<file path="src/rtl/vds_params.svh">
`ifndef VDS_PARAMS_SVH
`define VDS_PARAMS_SVH

// Register offsets
`define VDS_OFS_SETUP 8'h40
`define VDS_OFS_LSS_FIRST 8'h41
`define VDS_OFS_LSS_LAST 8'h57
`define VDS_OFS_HORIZ_OFFSET_LOW_LO 8'h59
`define VDS_OFS_VERT_OFFSET_LOW_LO 8'h5a
`define VDS_OFS_OFF_HI 8'h5b
`define VDS_OFS_FC_PROG 8'h5c
`define VDS_OFS_STATUS 8'h5d

// Field positions
`define VDS_SETUP_ERR 1:0
`define VDS_SETUP_OPT_HAM 6
`define VDS_HI_HORIZ_OFFSET_LOW 2:0
`define VDS_HI_VERT_OFFSET_LOW 4
`define VDS_HI_FIELD_OFFSET_FLAG 7
`define VDS_LSS_FIELD0 7:4
`define VDS_LSS_FIELD1 3:0

// Reset values
`define VDS_RST_SETUP 8'h00
`define VDS_RST_LSS 8'hff
`define VDS_RST_OFF 8'h00
`define VDS_RST_FC 8'h27

// Bit rates in bit/s and the phase increments they give at the system clock
`define VDS_CLK_HZ 50000000
`define VDS_INC(r) (24'((64'(r) << 24) / 64'(`VDS_CLK_HZ)))
`define VDS_I_6M94 `VDS_INC(6937500)
`define VDS_I_0M500 `VDS_INC(500000)
`define VDS_I_0M503 `VDS_INC(503000)
`define VDS_I_5M `VDS_INC(5000000)
`define VDS_I_5M73 `VDS_INC(5727200)
`define VDS_I_1M81 `VDS_INC(1812500)
`define VDS_I_1M79 `VDS_INC(1789800)
`define VDS_PHASE_HALF 24'h800000

// Framing words, oldest bit in the least significant position
`define VDS_FC_TXT 24'h000027
`define VDS_FC_CC 24'h000004
`define VDS_FC_PDC 24'h009951
`define VDS_FC_WSS 24'h1e3c1f

// Framing search windows in bits after lock
`define VDS_W_TXT 8'd24
`define VDS_W_CC 8'd24
`define VDS_W_WIDE 8'd32
`define VDS_W_OPEN 8'hff

// Lock, line and buffer counts
`define VDS_LOCK_EDGES 4'd6
`define VDS_RUNIN_MAX 6'd40
`define VDS_LINES 23
`define VDS_LINE_FIRST 5'd2
`define VDS_SECT_BYTES 56
`define VDS_HAM_BYTES 6'd2

`endif

</file>
<file path="src/rtl/vds_pkg.sv">
package vds_pkg;

	typedef logic [3:0] vds_code_t;

	typedef enum {S_IDLE, S_WAIT, S_RUNIN, S_FRAME, S_DATA} vds_state_t;

	typedef struct packed {
		logic [23:0] inc;
		logic [4:0] fc_len;
		logic [23:0] fc_word;
		logic [7:0] fc_win;
		logic ham;
		logic search;
		logic active;
	} vds_std_t;

endpackage : vds_pkg

</file>
<file path="src/rtl/vds_text_buffer.sv">
`timescale 1ns/10ps
`include "vds_params.svh"

module vds_text_buffer #(
	parameter int SECT_BYTES = `VDS_SECT_BYTES,
	parameter int TAG_W = 9
)
(
	// Clock and reset
	input wire logic clk_sys,
	input wire logic srst,
	// Fill side
	input wire logic wr_en,
	input wire logic [7:0] wr_data,
	input wire logic wr_commit,
	input wire logic wr_abort,
	input wire logic [TAG_W-1:0] wr_tag,
	output logic wr_free,
	// Drain side
	output logic [7:0] rd_data,
	output logic rd_valid,
	output logic rd_last,
	output logic [TAG_W-1:0] rd_tag,
	input wire logic rd_ready
);
	localparam int PW = $clog2(SECT_BYTES + 1);
	localparam int AW = $clog2(2 * SECT_BYTES);

	logic [7:0] mem [0:2*SECT_BYTES-1];
	logic [1:0] full_reg;
	logic [PW-1:0] cnt_reg [0:1];
	logic [TAG_W-1:0] tag_reg [0:1];
	logic wsec_reg;
	logic rsec_reg;
	logic [PW-1:0] wptr_reg;
	logic [PW-1:0] rptr_reg;
	logic load;
	logic release_sec;
	logic commit_ok;
	logic take;

	function automatic logic [AW-1:0] addr_of(input logic sec, input logic [PW-1:0] ptr);
		addr_of = sec ? AW'(SECT_BYTES) + AW'(ptr) : AW'(ptr);
	endfunction : addr_of

	assign wr_free = !full_reg[wsec_reg];
	// A byte written in the commit cycle still belongs to the line
	assign take = wr_en && wr_free && wptr_reg < PW'(SECT_BYTES);
	assign commit_ok = wr_commit && (wptr_reg != '0 || take) && wr_free;
	assign load = full_reg[rsec_reg] && (!rd_valid || rd_ready);
	assign release_sec = load && (rptr_reg == cnt_reg[rsec_reg] - PW'(1));

	// Fill pointer of the open section
	always_ff @(posedge clk_sys)
	begin
		if (srst || wr_commit || wr_abort)
			wptr_reg <= '0;
		else if (wr_en && wr_free && wptr_reg < PW'(SECT_BYTES))
			wptr_reg <= wptr_reg + PW'(1);
	end

	always_ff @(posedge clk_sys)
	begin
		if (wr_en && wr_free && wptr_reg < PW'(SECT_BYTES))
			mem[addr_of(wsec_reg, wptr_reg)] <= wr_data;
	end

	// A line only becomes visible once whole
	always_ff @(posedge clk_sys)
	begin
		if (srst)
		begin
			wsec_reg <= 1'b0;
			cnt_reg[0] <= '0;
			cnt_reg[1] <= '0;
			tag_reg[0] <= '0;
			tag_reg[1] <= '0;
		end
		else if (commit_ok)
		begin
			cnt_reg[wsec_reg] <= wptr_reg + PW'(take);
			tag_reg[wsec_reg] <= wr_tag;
			wsec_reg <= ~wsec_reg;
		end
	end

	for (genvar i = 0; i < 2; i++)
	begin : g_sect
		always_ff @(posedge clk_sys)
		begin
			if (srst)
				full_reg[i] <= 1'b0;
			else if (commit_ok && wsec_reg == 1'(i))
				full_reg[i] <= 1'b1;
			else if (release_sec && rsec_reg == 1'(i))
				full_reg[i] <= 1'b0;
		end
	end

	// Drain stage, one byte per accepted beat
	always_ff @(posedge clk_sys)
	begin
		if (srst)
		begin
			rd_valid <= 1'b0;
			rd_data <= 8'h00;
			rd_last <= 1'b0;
			rd_tag <= '0;
			rptr_reg <= '0;
			rsec_reg <= 1'b0;
		end
		else if (load)
		begin
			rd_valid <= 1'b1;
			rd_data <= mem[addr_of(rsec_reg, rptr_reg)];
			rd_last <= release_sec;
			rd_tag <= tag_reg[rsec_reg];
			rptr_reg <= release_sec ? '0 : rptr_reg + PW'(1);
			rsec_reg <= release_sec ? ~rsec_reg : rsec_reg;
		end
		else if (rd_ready)
		begin
			rd_valid <= 1'b0;
			rd_last <= 1'b0;
		end
	end

endmodule : vds_text_buffer

</file>
<file path="src/rtl/vds_slicer.sv">
// The strobed register port was left to the implementer.
`timescale 1ns/10ps
`include "vds_params.svh"
// Behaviour
// - Lock sampling phase to data clock during run-in before sampling bits
// - Sample bits at the line standard's rate, pack them into bytes
// - Store bytes in a buffer of two 56-byte sections
// - Lines 2 to 24 each select one of 16 standards by 4-bit code
// - Line 24 selection holds for the rest of the field
// - Horizontal and vertical offsets plus field offset bit are programmable
// - Offsets count from falling line and vertical reference edges
// - Code 0000: 6.9375 Mbit/s teletext, framing 27H, Hamming checked
// - Code 0001: 0.500 Mbit/s caption, start pattern 001 framing
// - Code 0101: 0.503 Mbit/s caption, start pattern 001 framing
// - Programme service framing 9951H, code 0011 framing 1E3C1FH, 5 Mbit/s
// - Codes 0110, 0111, 1111 skip framing; 1111 sends nothing
// - Code 1001 at 1.8125, code 1010 at 1.7898 Mbit/s, programmable framing
// - Code 1110 at 5 Mbit/s, programmable framing, open window
// - Whole line collected in one section before transfer is offered

module vds_slicer #(
	parameter int LINES = `VDS_LINES,
	parameter int SECT_BYTES = `VDS_SECT_BYTES
)
(
	// Clock and reset
	input wire logic clk_sys,
	input wire logic srst,
	// Decoder video stream
	input wire logic [7:0] vid_sample,
	input wire logic line_reference,
	input wire logic vertical_reference,
	// Register port
	input wire logic [7:0] reg_addr,
	input wire logic [7:0] reg_wdata,
	input wire logic reg_wr,
	input wire logic reg_rd,
	output logic [7:0] reg_rdata,
	// Sliced text stream
	output logic [7:0] txt_data,
	output logic txt_valid,
	output logic txt_last,
	output logic [4:0] txt_line,
	output vds_pkg::vds_code_t txt_std,
	input wire logic txt_ready
);
	import vds_pkg::*;

	logic [7:0] setup_reg;
	logic [7:0] lss_reg [0:LINES-1];
	logic [7:0] horiz_offset_low_lo_reg;
	logic [7:0] vert_offset_low_lo_reg;
	logic [7:0] off_hi_reg;
	logic [7:0] fc_prog_reg;
	logic lref_d_reg;
	logic vref_d_reg;
	logic lref_fall;
	logic vref_fall;
	logic [8:0] vcnt_reg;
	logic field_reg;
	logic [10:0] hcnt_reg;
	logic [10:0] horiz_trigger_offset;
	logic [8:0] vert_trigger_offset;
	logic field_sel;
	logic [8:0] vrel;
	logic [4:0] tline;
	logic [4:0] line_num;
	vds_code_t cur_code;
	vds_code_t std_reg;
	vds_std_t info;
	vds_std_t cur_info;
	vds_state_t state_reg;
	logic [7:0] min_reg;
	logic [7:0] max_reg;
	logic [8:0] lvl_sum;
	logic sbit;
	logic sbit_d_reg;
	logic sedge;
	logic [24:0] phase_sum;
	logic [23:0] phase_reg;
	logic tick;
	logic [3:0] edges_reg;
	logic [5:0] rbits_reg;
	logic [7:0] fbits_reg;
	logic [23:0] sh_reg;
	logic [23:0] sh_nx;
	logic fc_match;
	logic [7:0] byte_reg;
	logic [7:0] byte_nx;
	logic [2:0] bcnt_reg;
	logic [5:0] nbytes_reg;
	logic [1:0] errs_reg;
	logic ham_fail;
	logic [4:0] line_reg;
	logic last_ok_reg;
	logic wr_en_reg;
	logic wr_commit_reg;
	logic wr_abort_reg;
	logic wr_free;

	function automatic logic lss_hit(input logic [7:0] a);
		lss_hit = (a >= `VDS_OFS_LSS_FIRST) && (a <= `VDS_OFS_LSS_LAST);
	endfunction : lss_hit

	function automatic logic ham_bad(input logic [7:0] b);
		ham_bad = ~^b;
	endfunction : ham_bad

	function automatic vds_std_t std_info(input vds_code_t c, input logic [7:0] fc,
		input logic opt_ham);
		vds_std_t s;
		logic [23:0] pw;
		pw = {16'h0000, fc};
		s = '{`VDS_I_5M, 5'd8, pw, `VDS_W_WIDE, 1'b0, 1'b1, 1'b1};
		unique case (c)
			4'h0: s = '{`VDS_I_6M94, 5'd8, `VDS_FC_TXT, `VDS_W_TXT, 1'b1, 1'b1, 1'b1};
			4'h1: s = '{`VDS_I_0M500, 5'd3, `VDS_FC_CC, `VDS_W_CC, 1'b0, 1'b1, 1'b1};
			4'h2: s = '{`VDS_I_5M, 5'd16, `VDS_FC_PDC, `VDS_W_WIDE, 1'b0, 1'b1, 1'b1};
			4'h3: s = '{`VDS_I_5M, 5'd24, `VDS_FC_WSS, `VDS_W_WIDE, 1'b0, 1'b1, 1'b1};
			4'h4: s = '{`VDS_I_5M73, 5'd8, `VDS_FC_TXT, `VDS_W_TXT, 1'b1, 1'b1, 1'b1};
			4'h5: s = '{`VDS_I_0M503, 5'd3, `VDS_FC_CC, `VDS_W_CC, 1'b0, 1'b1, 1'b1};
			4'h6, 4'h7: s = '{`VDS_I_5M, 5'd8, pw, `VDS_W_OPEN, 1'b0, 1'b0, 1'b1};
			4'h8: s = '{`VDS_I_6M94, 5'd8, pw, `VDS_W_WIDE, opt_ham, 1'b1, 1'b1};
			4'h9: s = '{`VDS_I_1M81, 5'd8, pw, `VDS_W_WIDE, 1'b0, 1'b1, 1'b1};
			4'ha: s = '{`VDS_I_1M79, 5'd8, pw, `VDS_W_WIDE, 1'b0, 1'b1, 1'b1};
			4'hb: s = '{`VDS_I_5M, 5'd8, pw, `VDS_W_OPEN, 1'b0, 1'b1, 1'b1};
			4'hc: s = '{`VDS_I_5M73, 5'd8, pw, `VDS_W_WIDE, opt_ham, 1'b1, 1'b1};
			4'hd: s = '{`VDS_I_5M73, 5'd8, pw, `VDS_W_WIDE, 1'b0, 1'b1, 1'b1};
			4'he: s = '{`VDS_I_5M, 5'd8, pw, `VDS_W_OPEN, 1'b0, 1'b1, 1'b1};
			4'hf: s = '{`VDS_I_5M, 5'd8, pw, `VDS_W_OPEN, 1'b0, 1'b0, 1'b0};
		endcase
		return s;
	endfunction : std_info

	// Register writes
	always_ff @(posedge clk_sys)
	begin
		if (srst)
		begin
			setup_reg <= `VDS_RST_SETUP;
			horiz_offset_low_lo_reg <= `VDS_RST_OFF;
			vert_offset_low_lo_reg <= `VDS_RST_OFF;
			off_hi_reg <= `VDS_RST_OFF;
			fc_prog_reg <= `VDS_RST_FC;
			for (int i = 0; i < LINES; i++)
				lss_reg[i] <= `VDS_RST_LSS;
		end
		else if (reg_wr)
		begin
			if (lss_hit(reg_addr))
				lss_reg[5'(reg_addr - `VDS_OFS_LSS_FIRST)] <= reg_wdata;
			case (reg_addr)
				`VDS_OFS_SETUP: setup_reg <= reg_wdata;
				`VDS_OFS_HORIZ_OFFSET_LOW_LO: horiz_offset_low_lo_reg <= reg_wdata;
				`VDS_OFS_VERT_OFFSET_LOW_LO: vert_offset_low_lo_reg <= reg_wdata;
				`VDS_OFS_OFF_HI: off_hi_reg <= reg_wdata;
				`VDS_OFS_FC_PROG: fc_prog_reg <= reg_wdata;
				default: setup_reg <= setup_reg;
			endcase
		end
	end

	// Register reads, data valid in the following cycle only
	always_ff @(posedge clk_sys)
	begin
		if (srst || !reg_rd)
			reg_rdata <= 8'h00;
		else if (lss_hit(reg_addr))
			reg_rdata <= lss_reg[5'(reg_addr - `VDS_OFS_LSS_FIRST)];
		else
		begin
			case (reg_addr)
				`VDS_OFS_SETUP: reg_rdata <= setup_reg;
				`VDS_OFS_HORIZ_OFFSET_LOW_LO: reg_rdata <= horiz_offset_low_lo_reg;
				`VDS_OFS_VERT_OFFSET_LOW_LO: reg_rdata <= vert_offset_low_lo_reg;
				`VDS_OFS_OFF_HI: reg_rdata <= off_hi_reg;
				`VDS_OFS_FC_PROG: reg_rdata <= fc_prog_reg;
				`VDS_OFS_STATUS: reg_rdata <= {field_sel, wr_free, last_ok_reg, line_num};
				default: reg_rdata <= 8'h00;
			endcase
		end
	end

	// Position reference
	assign horiz_trigger_offset = {off_hi_reg[`VDS_HI_HORIZ_OFFSET_LOW], horiz_offset_low_lo_reg};
	assign vert_trigger_offset = {off_hi_reg[`VDS_HI_VERT_OFFSET_LOW], vert_offset_low_lo_reg};
	assign field_sel = field_reg ^ off_hi_reg[`VDS_HI_FIELD_OFFSET_FLAG];
	assign lref_fall = lref_d_reg && !line_reference;
	assign vref_fall = vref_d_reg && !vertical_reference;

	always_ff @(posedge clk_sys)
	begin
		if (srst)
		begin
			lref_d_reg <= 1'b0;
			vref_d_reg <= 1'b0;
			vcnt_reg <= 9'h000;
			field_reg <= 1'b0;
			hcnt_reg <= 11'h000;
		end
		else
		begin
			lref_d_reg <= line_reference;
			vref_d_reg <= vertical_reference;
			if (vref_fall)
			begin
				vcnt_reg <= 9'h000;
				field_reg <= ~field_reg;
			end
			else if (lref_fall && vcnt_reg != 9'h1ff)
				vcnt_reg <= vcnt_reg + 9'h001;
			if (lref_fall)
				hcnt_reg <= 11'h000;
			else if (hcnt_reg != 11'h7ff)
				hcnt_reg <= hcnt_reg + 11'h001;
		end
	end

	// Line number and its standard; beyond line 24 the last entry holds
	assign vrel = vcnt_reg - vert_trigger_offset;
	assign tline = (vrel > 9'(LINES - 1)) ? 5'(LINES - 1) : 5'(vrel);
	assign line_num = (vrel > 9'd29) ? 5'h1f : 5'(vrel) + `VDS_LINE_FIRST;
	always_comb
	begin
		if (vcnt_reg < vert_trigger_offset)
			cur_code = 4'hf;
		else if (field_sel)
			cur_code = lss_reg[tline][`VDS_LSS_FIELD1];
		else
			cur_code = lss_reg[tline][`VDS_LSS_FIELD0];
	end
	assign cur_info = std_info(cur_code, fc_prog_reg, setup_reg[`VDS_SETUP_OPT_HAM]);
	assign info = std_info(std_reg, fc_prog_reg, setup_reg[`VDS_SETUP_OPT_HAM]);

	// Slice level from run-in extremes
	assign lvl_sum = {1'b0, min_reg} + {1'b0, max_reg};
	assign sbit = vid_sample > lvl_sum[8:1];
	assign sedge = sbit ^ sbit_d_reg;

	always_ff @(posedge clk_sys)
	begin
		if (srst || state_reg == S_WAIT)
		begin
			min_reg <= 8'hff;
			max_reg <= 8'h00;
			sbit_d_reg <= 1'b0;
		end
		else
		begin
			sbit_d_reg <= sbit;
			if (state_reg == S_RUNIN && vid_sample < min_reg)
				min_reg <= vid_sample;
			if (state_reg == S_RUNIN && vid_sample > max_reg)
				max_reg <= vid_sample;
		end
	end

	// Bit clock phase; run-in edges pull the sample point to mid-bit
	assign phase_sum = {1'b0, phase_reg} + {1'b0, info.inc};
	assign tick = phase_sum[24] && (state_reg != S_IDLE) && (state_reg != S_WAIT);

	always_ff @(posedge clk_sys)
	begin
		if (srst || state_reg == S_WAIT)
			phase_reg <= 24'h000000;
		else if (state_reg == S_RUNIN && sedge)
			phase_reg <= `VDS_PHASE_HALF;
		else
			phase_reg <= phase_sum[23:0];
	end

	// Framing and byte assembly, oldest bit lowest
	assign sh_nx = {sbit, sh_reg[23:1]};
	assign fc_match = (sh_nx >> (5'd24 - info.fc_len)) == info.fc_word;
	assign byte_nx = {sbit, byte_reg[7:1]};
	assign ham_fail = info.ham && (errs_reg > setup_reg[`VDS_SETUP_ERR]);

	always_ff @(posedge clk_sys)
	begin
		wr_en_reg <= 1'b0;
		wr_commit_reg <= 1'b0;
		wr_abort_reg <= 1'b0;
		if (srst)
		begin
			state_reg <= S_IDLE;
			std_reg <= 4'hf;
			line_reg <= 5'h00;
			edges_reg <= 4'h0;
			rbits_reg <= 6'h00;
			fbits_reg <= 8'h00;
			sh_reg <= 24'h000000;
			byte_reg <= 8'h00;
			bcnt_reg <= 3'h0;
			nbytes_reg <= 6'h00;
			errs_reg <= 2'h0;
			last_ok_reg <= 1'b0;
		end
		else if (lref_fall)
		begin
			if (state_reg == S_DATA && nbytes_reg != 6'h00 && !ham_fail)
			begin
				wr_commit_reg <= 1'b1;
				last_ok_reg <= 1'b1;
			end
			else if (state_reg != S_IDLE && state_reg != S_WAIT)
			begin
				wr_abort_reg <= 1'b1;
				last_ok_reg <= 1'b0;
			end
			state_reg <= S_WAIT;
		end
		else
		begin
			unique case (state_reg)
				S_IDLE: state_reg <= S_IDLE;
				S_WAIT:
				begin
					if (hcnt_reg == horiz_trigger_offset)
					begin
						std_reg <= cur_code;
						line_reg <= line_num;
						edges_reg <= 4'h0;
						rbits_reg <= 6'h00;
						fbits_reg <= 8'h00;
						sh_reg <= 24'h000000;
						bcnt_reg <= 3'h0;
						nbytes_reg <= 6'h00;
						errs_reg <= 2'h0;
						state_reg <= (cur_info.active && wr_free) ? S_RUNIN : S_IDLE;
					end
				end
				S_RUNIN:
				begin
					if (sedge)
					begin
						edges_reg <= edges_reg + 4'h1;
						if (edges_reg == `VDS_LOCK_EDGES - 4'h1)
							state_reg <= info.search ? S_FRAME : S_DATA;
					end
					else if (tick)
					begin
						rbits_reg <= rbits_reg + 6'h01;
						if (rbits_reg == `VDS_RUNIN_MAX)
						begin
							wr_abort_reg <= 1'b1;
							last_ok_reg <= 1'b0;
							state_reg <= S_IDLE;
						end
					end
				end
				S_FRAME:
				begin
					if (tick)
					begin
						sh_reg <= sh_nx;
						fbits_reg <= fbits_reg + 8'h01;
						if (fc_match)
							state_reg <= S_DATA;
						else if (info.fc_win != `VDS_W_OPEN && fbits_reg == info.fc_win)
						begin
							wr_abort_reg <= 1'b1;
							last_ok_reg <= 1'b0;
							state_reg <= S_IDLE;
						end
					end
				end
				S_DATA:
				begin
					if (tick)
					begin
						byte_reg <= byte_nx;
						bcnt_reg <= bcnt_reg + 3'h1;
						if (bcnt_reg == 3'h7)
						begin
							wr_en_reg <= 1'b1;
							nbytes_reg <= nbytes_reg + 6'h01;
							if (info.ham && nbytes_reg < `VDS_HAM_BYTES && ham_bad(byte_nx)
								&& errs_reg != 2'h3)
								errs_reg <= errs_reg + 2'h1;
							if (nbytes_reg == 6'(SECT_BYTES - 1))
								state_reg <= S_IDLE;
							if (nbytes_reg == 6'(SECT_BYTES - 1))
								wr_commit_reg <= !ham_fail;
							if (nbytes_reg == 6'(SECT_BYTES - 1))
								wr_abort_reg <= ham_fail;
							if (nbytes_reg == 6'(SECT_BYTES - 1))
								last_ok_reg <= !ham_fail;
						end
					end
				end
			endcase
		end
	end

	vds_text_buffer #(
		.SECT_BYTES(SECT_BYTES),
		.TAG_W(9)
	) u_buffer (
		.clk_sys(clk_sys),
		.srst(srst),
		.wr_en(wr_en_reg),
		.wr_data(byte_reg),
		.wr_commit(wr_commit_reg),
		.wr_abort(wr_abort_reg),
		.wr_tag({line_reg, std_reg}),
		.wr_free(wr_free),
		.rd_data(txt_data),
		.rd_valid(txt_valid),
		.rd_last(txt_last),
		.rd_tag({txt_line, txt_std}),
		.rd_ready(txt_ready)
	);

endmodule : vds_slicer

</file>
<file path="config.mk">
export PLATFORM = sky130hd
export DESIGN_NAME = vds_slicer
export DESIGN_NICKNAME = d
export VERILOG_FILES = /design/src/rtl/vds_pkg.sv /design/src/rtl/vds_text_buffer.sv /design/src/rtl/vds_slicer.sv
export VERILOG_INCLUDE_DIRS = /design/src /design/src/rtl
export SDC_FILE = /design/constraint.sdc
export NUM_CORES = 2
export LEC_CHECK = 0
export BUFFER_PORTS_ARGS = -buffer_cell sky130_fd_sc_hd__buf_2
export CAP_MARGIN = 5
export CORE_UTILIZATION = 40
export DETAILED_ROUTE_END_ITERATION = 7
export PLACE_DENSITY = 0.57
export REMOVE_ABC_BUFFERS = 1
export SYNTH_ARGS = -nofsm -noshare
export SYNTH_HDL_FRONTEND = slang
export SYNTH_SLANG_ARGS = --single-unit
export TNS_END_PERCENT = 1
</file>
<file path="constraint.sdc">
create_clock -name clk_sys -period 5.1 [get_ports clk_sys]
set_clock_uncertainty 0.05 [all_clocks]
set_input_delay 0.51 -clock clk_sys [delete_from_list [all_inputs] [get_ports clk_sys]]
set_output_delay 0.51 -clock clk_sys [all_outputs]
set_load 0.005 [all_outputs]
</file>
==> metrics.txt <==
# TYPE chip_impl_metric gauge
chip_impl_metric{name="total_power",unit="mW"} 24.6
chip_impl_metric{name="fin_ws",unit="ns"} 0.315
chip_impl_info{name="critPathKind",value="flip-flop to flip-flop"} 1
chip_impl_metric{name="timing.max_slew.rel_slack",unit="%"} 22.7
chip_impl_metric{name="synthesis.area_per_instance",unit="µm²"} 14.7
chip_impl_metric{name="drt_iter0_markers",unit=""} 3651
chip_impl_metric{name="nFillCells",unit=""} 13469
chip_impl_metric{name="yosys_warnings",unit=""} 0
chip_impl_metric{name="drive_gt1_share",unit="%"} 21.8
chip_impl_metric{name="max_cap_violations",unit=""} 0
chip_impl_metric{name="top_level_ports",unit=""} 58
chip_impl_metric{name="irDropWorstVdd",unit="V"} 0.000331
chip_impl_metric{name="multi_input_area",unit="µm²"} 21100
chip_impl_info{name="critPathLaunchType",value="flip-flop"} 1
chip_impl_metric{name="pre_cts_slack",unit="ns"} 0.171
chip_impl_info{name="yosys.cell_count.top_type",value="edfxtp_1"} 1
chip_impl_metric{name="leakage",unit="nW"} 22.1
chip_impl_metric{name="cts.sink_count",unit=""} 1406
chip_impl_metric{name="dpl-instance-area",unit="µm²"} 66200
chip_impl_metric{name="post_route_cell_area",unit="µm²"} 71100
chip_impl_metric{name="io_buffer_count",unit=""} 57
chip_impl_metric{name="rr_worst_depth",unit=""} 13
chip_impl_metric{name="synth_top_area_share",unit="%"} 57.0
chip_impl_metric{name="clock_tree.buffer_depth",unit=""} 3
chip_impl_metric{name="ff_latch_area",unit="µm²"} 40000
chip_impl_metric{name="post_drt_via_cell_ratio",unit=""} 5.72
chip_impl_metric{name="detail_route.drc_violations",unit=""} 11
chip_impl_metric{name="netlist-cell-type-count",unit=""} 91
chip_impl_metric{name="fmax",unit="GHz"} 0.209
chip_impl_metric{name="design.core.area",unit="µm²"} 154000
chip_impl_metric{name="grt_pass1_wl",unit="µm"} 251000
chip_impl_info{name="ys_dominant_reg_cell",value="edfxtp_1"} 1
chip_impl_metric{name="critical_path_required",unit="ns"} 5.70
chip_impl_metric{name="ant_nets",unit=""} 0
chip_impl_metric{name="synth_sequential_area_ratio",unit="%"} 64.2
chip_impl_info{name="cts_root_buffer",value="clkbuf_16"} 1
chip_impl_metric{name="worst-endpoint-arrival",unit="ns"} 5.39
chip_impl_info{name="rsz_0062_raised_after_global_routing",value="no"} 1
chip_impl_metric{name="die_y",unit="µm"} 397
chip_impl_info{name="synth_top_area_cell",value="edfxtp_1"} 1
chip_impl_metric{name="min_delay_path_depth",unit=""} 3
chip_impl_info{name="post_synth_most_frequent_cells",value="1182 x edfxtp_1, 379 x nor2_1, 335 x mux4_2"} 1
chip_impl_metric{name="grt_util_all_layers",unit="%"} 21.6
chip_impl_metric{name="postRouteWirelength",unit="µm"} 171000
chip_impl_metric{name="syn_inst",unit=""} 4230
chip_impl_metric{name="signed_area_change_from_the_synthesized_netlist_to_the_final_layout",unit="%"} 14.2
chip_impl_metric{name="cts_max_level",unit=""} 4
chip_impl_info{name="worst_path_max_delay_cell",value="or4_1"} 1
chip_impl_metric{name="finalSetupViolCount",unit=""} 0
chip_impl_metric{name="rows",unit=""} 144
chip_impl_metric{name="floorplan.initialDensity",unit="%"} 40.4
chip_impl_metric{name="postCtsSetupRepairBufs",unit=""} 0
chip_impl_metric{name="initial_antenna_violation_count",unit=""} 2
chip_impl_metric{name="p_per_area",unit="nW/µm²"} 346
chip_impl_metric{name="slack_of_the_worst_reg_to_reg_path",unit="ns"} 0.31
chip_impl_info{name="worst_r2r_endpoint",value="std_reg[1]"} 1
chip_impl_metric{name="gpl.final_weighted_congestion",unit=""} 0.951
chip_impl_metric{name="numCtsBuffers",unit=""} 148
chip_impl_metric{name="final_max_slew_viol_count",unit=""} 0
chip_impl_metric{name="syn_area",unit="µm²"} 62300
chip_impl_info{name="tritoncts_clock_tree",value="yes"} 1
chip_impl_metric{name="largest_register_ff_count",unit=""} 896
chip_impl_metric{name="max_stage_delay",unit="ns"} 0.60
chip_impl_info{name="holdCritStartpoint",value="vid_sample[7]"} 1
chip_impl_metric{name="finalNetCount",unit=""} 4547
chip_impl_metric{name="hold_ws",unit="ns"} 0.0442
chip_impl_metric{name="worst_pin_slew",unit="ns"} 1.16
chip_impl_metric{name="routed-via-count",unit=""} 37649
chip_impl_metric{name="finalCritPeriodShare",unit="%"} 93.8
chip_impl_metric{name="post-route-min-period",unit="ns"} 4.79
chip_impl_info{name="hold_class",value="input port to flip-flop"} 1
chip_impl_metric{name="detailedRoute.firstPassIterationCount",unit=""} 8
chip_impl_metric{name="count_of_flip_flops_with_a_built_in_enable_after_synthesis",unit=""} 1182
chip_impl_metric{name="die-width",unit="µm"} 397
chip_impl_info{name="min_to",value="min_reg[7]"} 1
chip_impl_metric{name="ys_seq_elements",unit=""} 1406
chip_impl_metric{name="timing.critical_path.fanout_max",unit=""} 9
chip_impl_info{name="violated_checks",value="design-rule violations"} 1
chip_impl_info{name="timing.critical_path.cells",value="inv_1, ha_2, fa_1, nand2b_1, a21oi_2, xnor2_1, a21oi_1, or4_1, a221oi_1, a211oi_1, a2111oi_0, a31oi_1, a211o_1"} 1
chip_impl_metric{name="die-area",unit="µm²"} 157000
chip_impl_metric{name="async_reset_ff_share",unit="%"} 0
chip_impl_info{name="timing.critical_path.to_type",value="flip-flop"} 1
chip_impl_metric{name="numPlacedInstances",unit=""} 6302
chip_impl_metric{name="overflow",unit=""} 0
chip_impl_info{name="netlist_top_cells_area",value="edfxtp_1 57%, mux4_2 12%, dfxtp_1 7.2%"} 1
chip_impl_info{name="outcome",value="finished, violations left"} 1
chip_impl_info{name="worst_r2r_start",value="vcnt_reg[0]"} 1
chip_impl_metric{name="post_layout_nonfiller_instances",unit=""} 6584
chip_impl_metric{name="insertion_delay",unit="ns"} 0.81
chip_impl_metric{name="grt_start_max_net_pins",unit=""} 93
chip_impl_metric{name="wire_per_inst",unit="µm"} 25.9
chip_impl_metric{name="timing_hold_violations_final",unit=""} 0
chip_impl_metric{name="grt_pass1_vias",unit=""} 36950
chip_impl_metric{name="half_perimeter_wire_length_of_the_detailed_placement_result",unit="µm"} 113000
chip_impl_metric{name="worst_setup_hold_path_clk_slew",unit="ns"} 0.06
final cells by class:
type / count / share of cell area, %
antenna: 1 / 0.00352
clock buffer: 187 / 5.50
clock inverter: 85 / 1.35
inverter: 81 / 0.427
multi-input combinational: 2489 / 29.7
sequential: 1406 / 56.3
tap: 2044 / 3.60
timing repair buffer: 291 / 3.14
metrics by stage:
stage	util, %	setup TNS (ns)
6_report	46.1	0
5_1_grt	46.1	0
4_1_cts	46.1	0
3_5_place_dp	42.8	0
3_3_place_gp	42.8	0
2_1_floorplan	-	-121.08
report_power, final:
part	leakage [nW]	switching (mW)	internal [mW]
clock	2.36	4.65	6.12
combinational	7.90	0.796	0.472
sequential	11.9	0.116	12.5
per-layer routing:
| layer | global-route usage, % | vias up | wire length, µm |
|---|---|---|---|
| li1 | - | 16805 | - |
| met1 | 29.9 | 19292 | 73700 |
| met2 | 35.0 | 1282 | 82000 |
| met3 | 3.56 | 270 | 10400 |
| met4 | 6.52 | 0 | 4620 |
| met5 | 0 | - | 0 |
worst max-delay path by stage:
stage	from	endpoint	slack [ns]
2_1_floorplan	u_buffer.rptr_reg[0]	u_buffer.rd_data[0]	-6.36
3_3_place_gp	vcnt_reg[0]	std_reg[2]	0.17
3_5_place_dp	vcnt_reg[0]	std_reg[2]	0.17
4_1_cts	vcnt_reg[0]	std_reg[2]	0.13
5_1_grt	max_reg[1]	last_ok_reg	0.03
6_report	vcnt_reg[0]	std_reg[1]	0.31
cells by family (layout without fill, tap and decap cells):
kind of cell | after synthesis | count (layout) | synth area share (%)
AO/OA/AOI/OAI | 576 | 576 | 6.15
multiplexers | 473 | 473 | 14.4
adder cells (fa/ha/maj) | 99 | 99 | 2.02
flip-flops | 1406 | 1406 | 64.2
XOR/XNOR | 124 | 124 | 1.76
AND/OR/NAND/NOR | 1217 | 1217 | 9.44
other | 0 | 1 | 0
buffers and inverters | 335 | 644 | 2.07
critical path, delay by kind of cell, from the launching register on:
kind            cells  cell delay, ns
fa+ha+maj           2            0.61
simple gates        2            0.78
compound gates      7            2.31
buf+inv             1            0.06
flops               1            0.39
xor+xnor            1            0.44
placed cells by master, fill, tap and decap left out, types with 100 or more instances in the layout:
cell       count
a21oi_1      178
buf_4        214
clkbuf_16    149
dfxtp_1      213
edfxtp_1    1182
mux2i_1      127
mux4_2       335
nand2_1      275
nand3_1      100
nor2_1       379
or2_2        102
or3_1        106
what timing repair did:
item                                   CTS  global route
resized for setup                        0             1
setup endpoints to repair                0             1
hold buffers                             9             0
endpoints found under the hold margin   14             0
No activity file was read; power rests on OpenSTA's default activity.
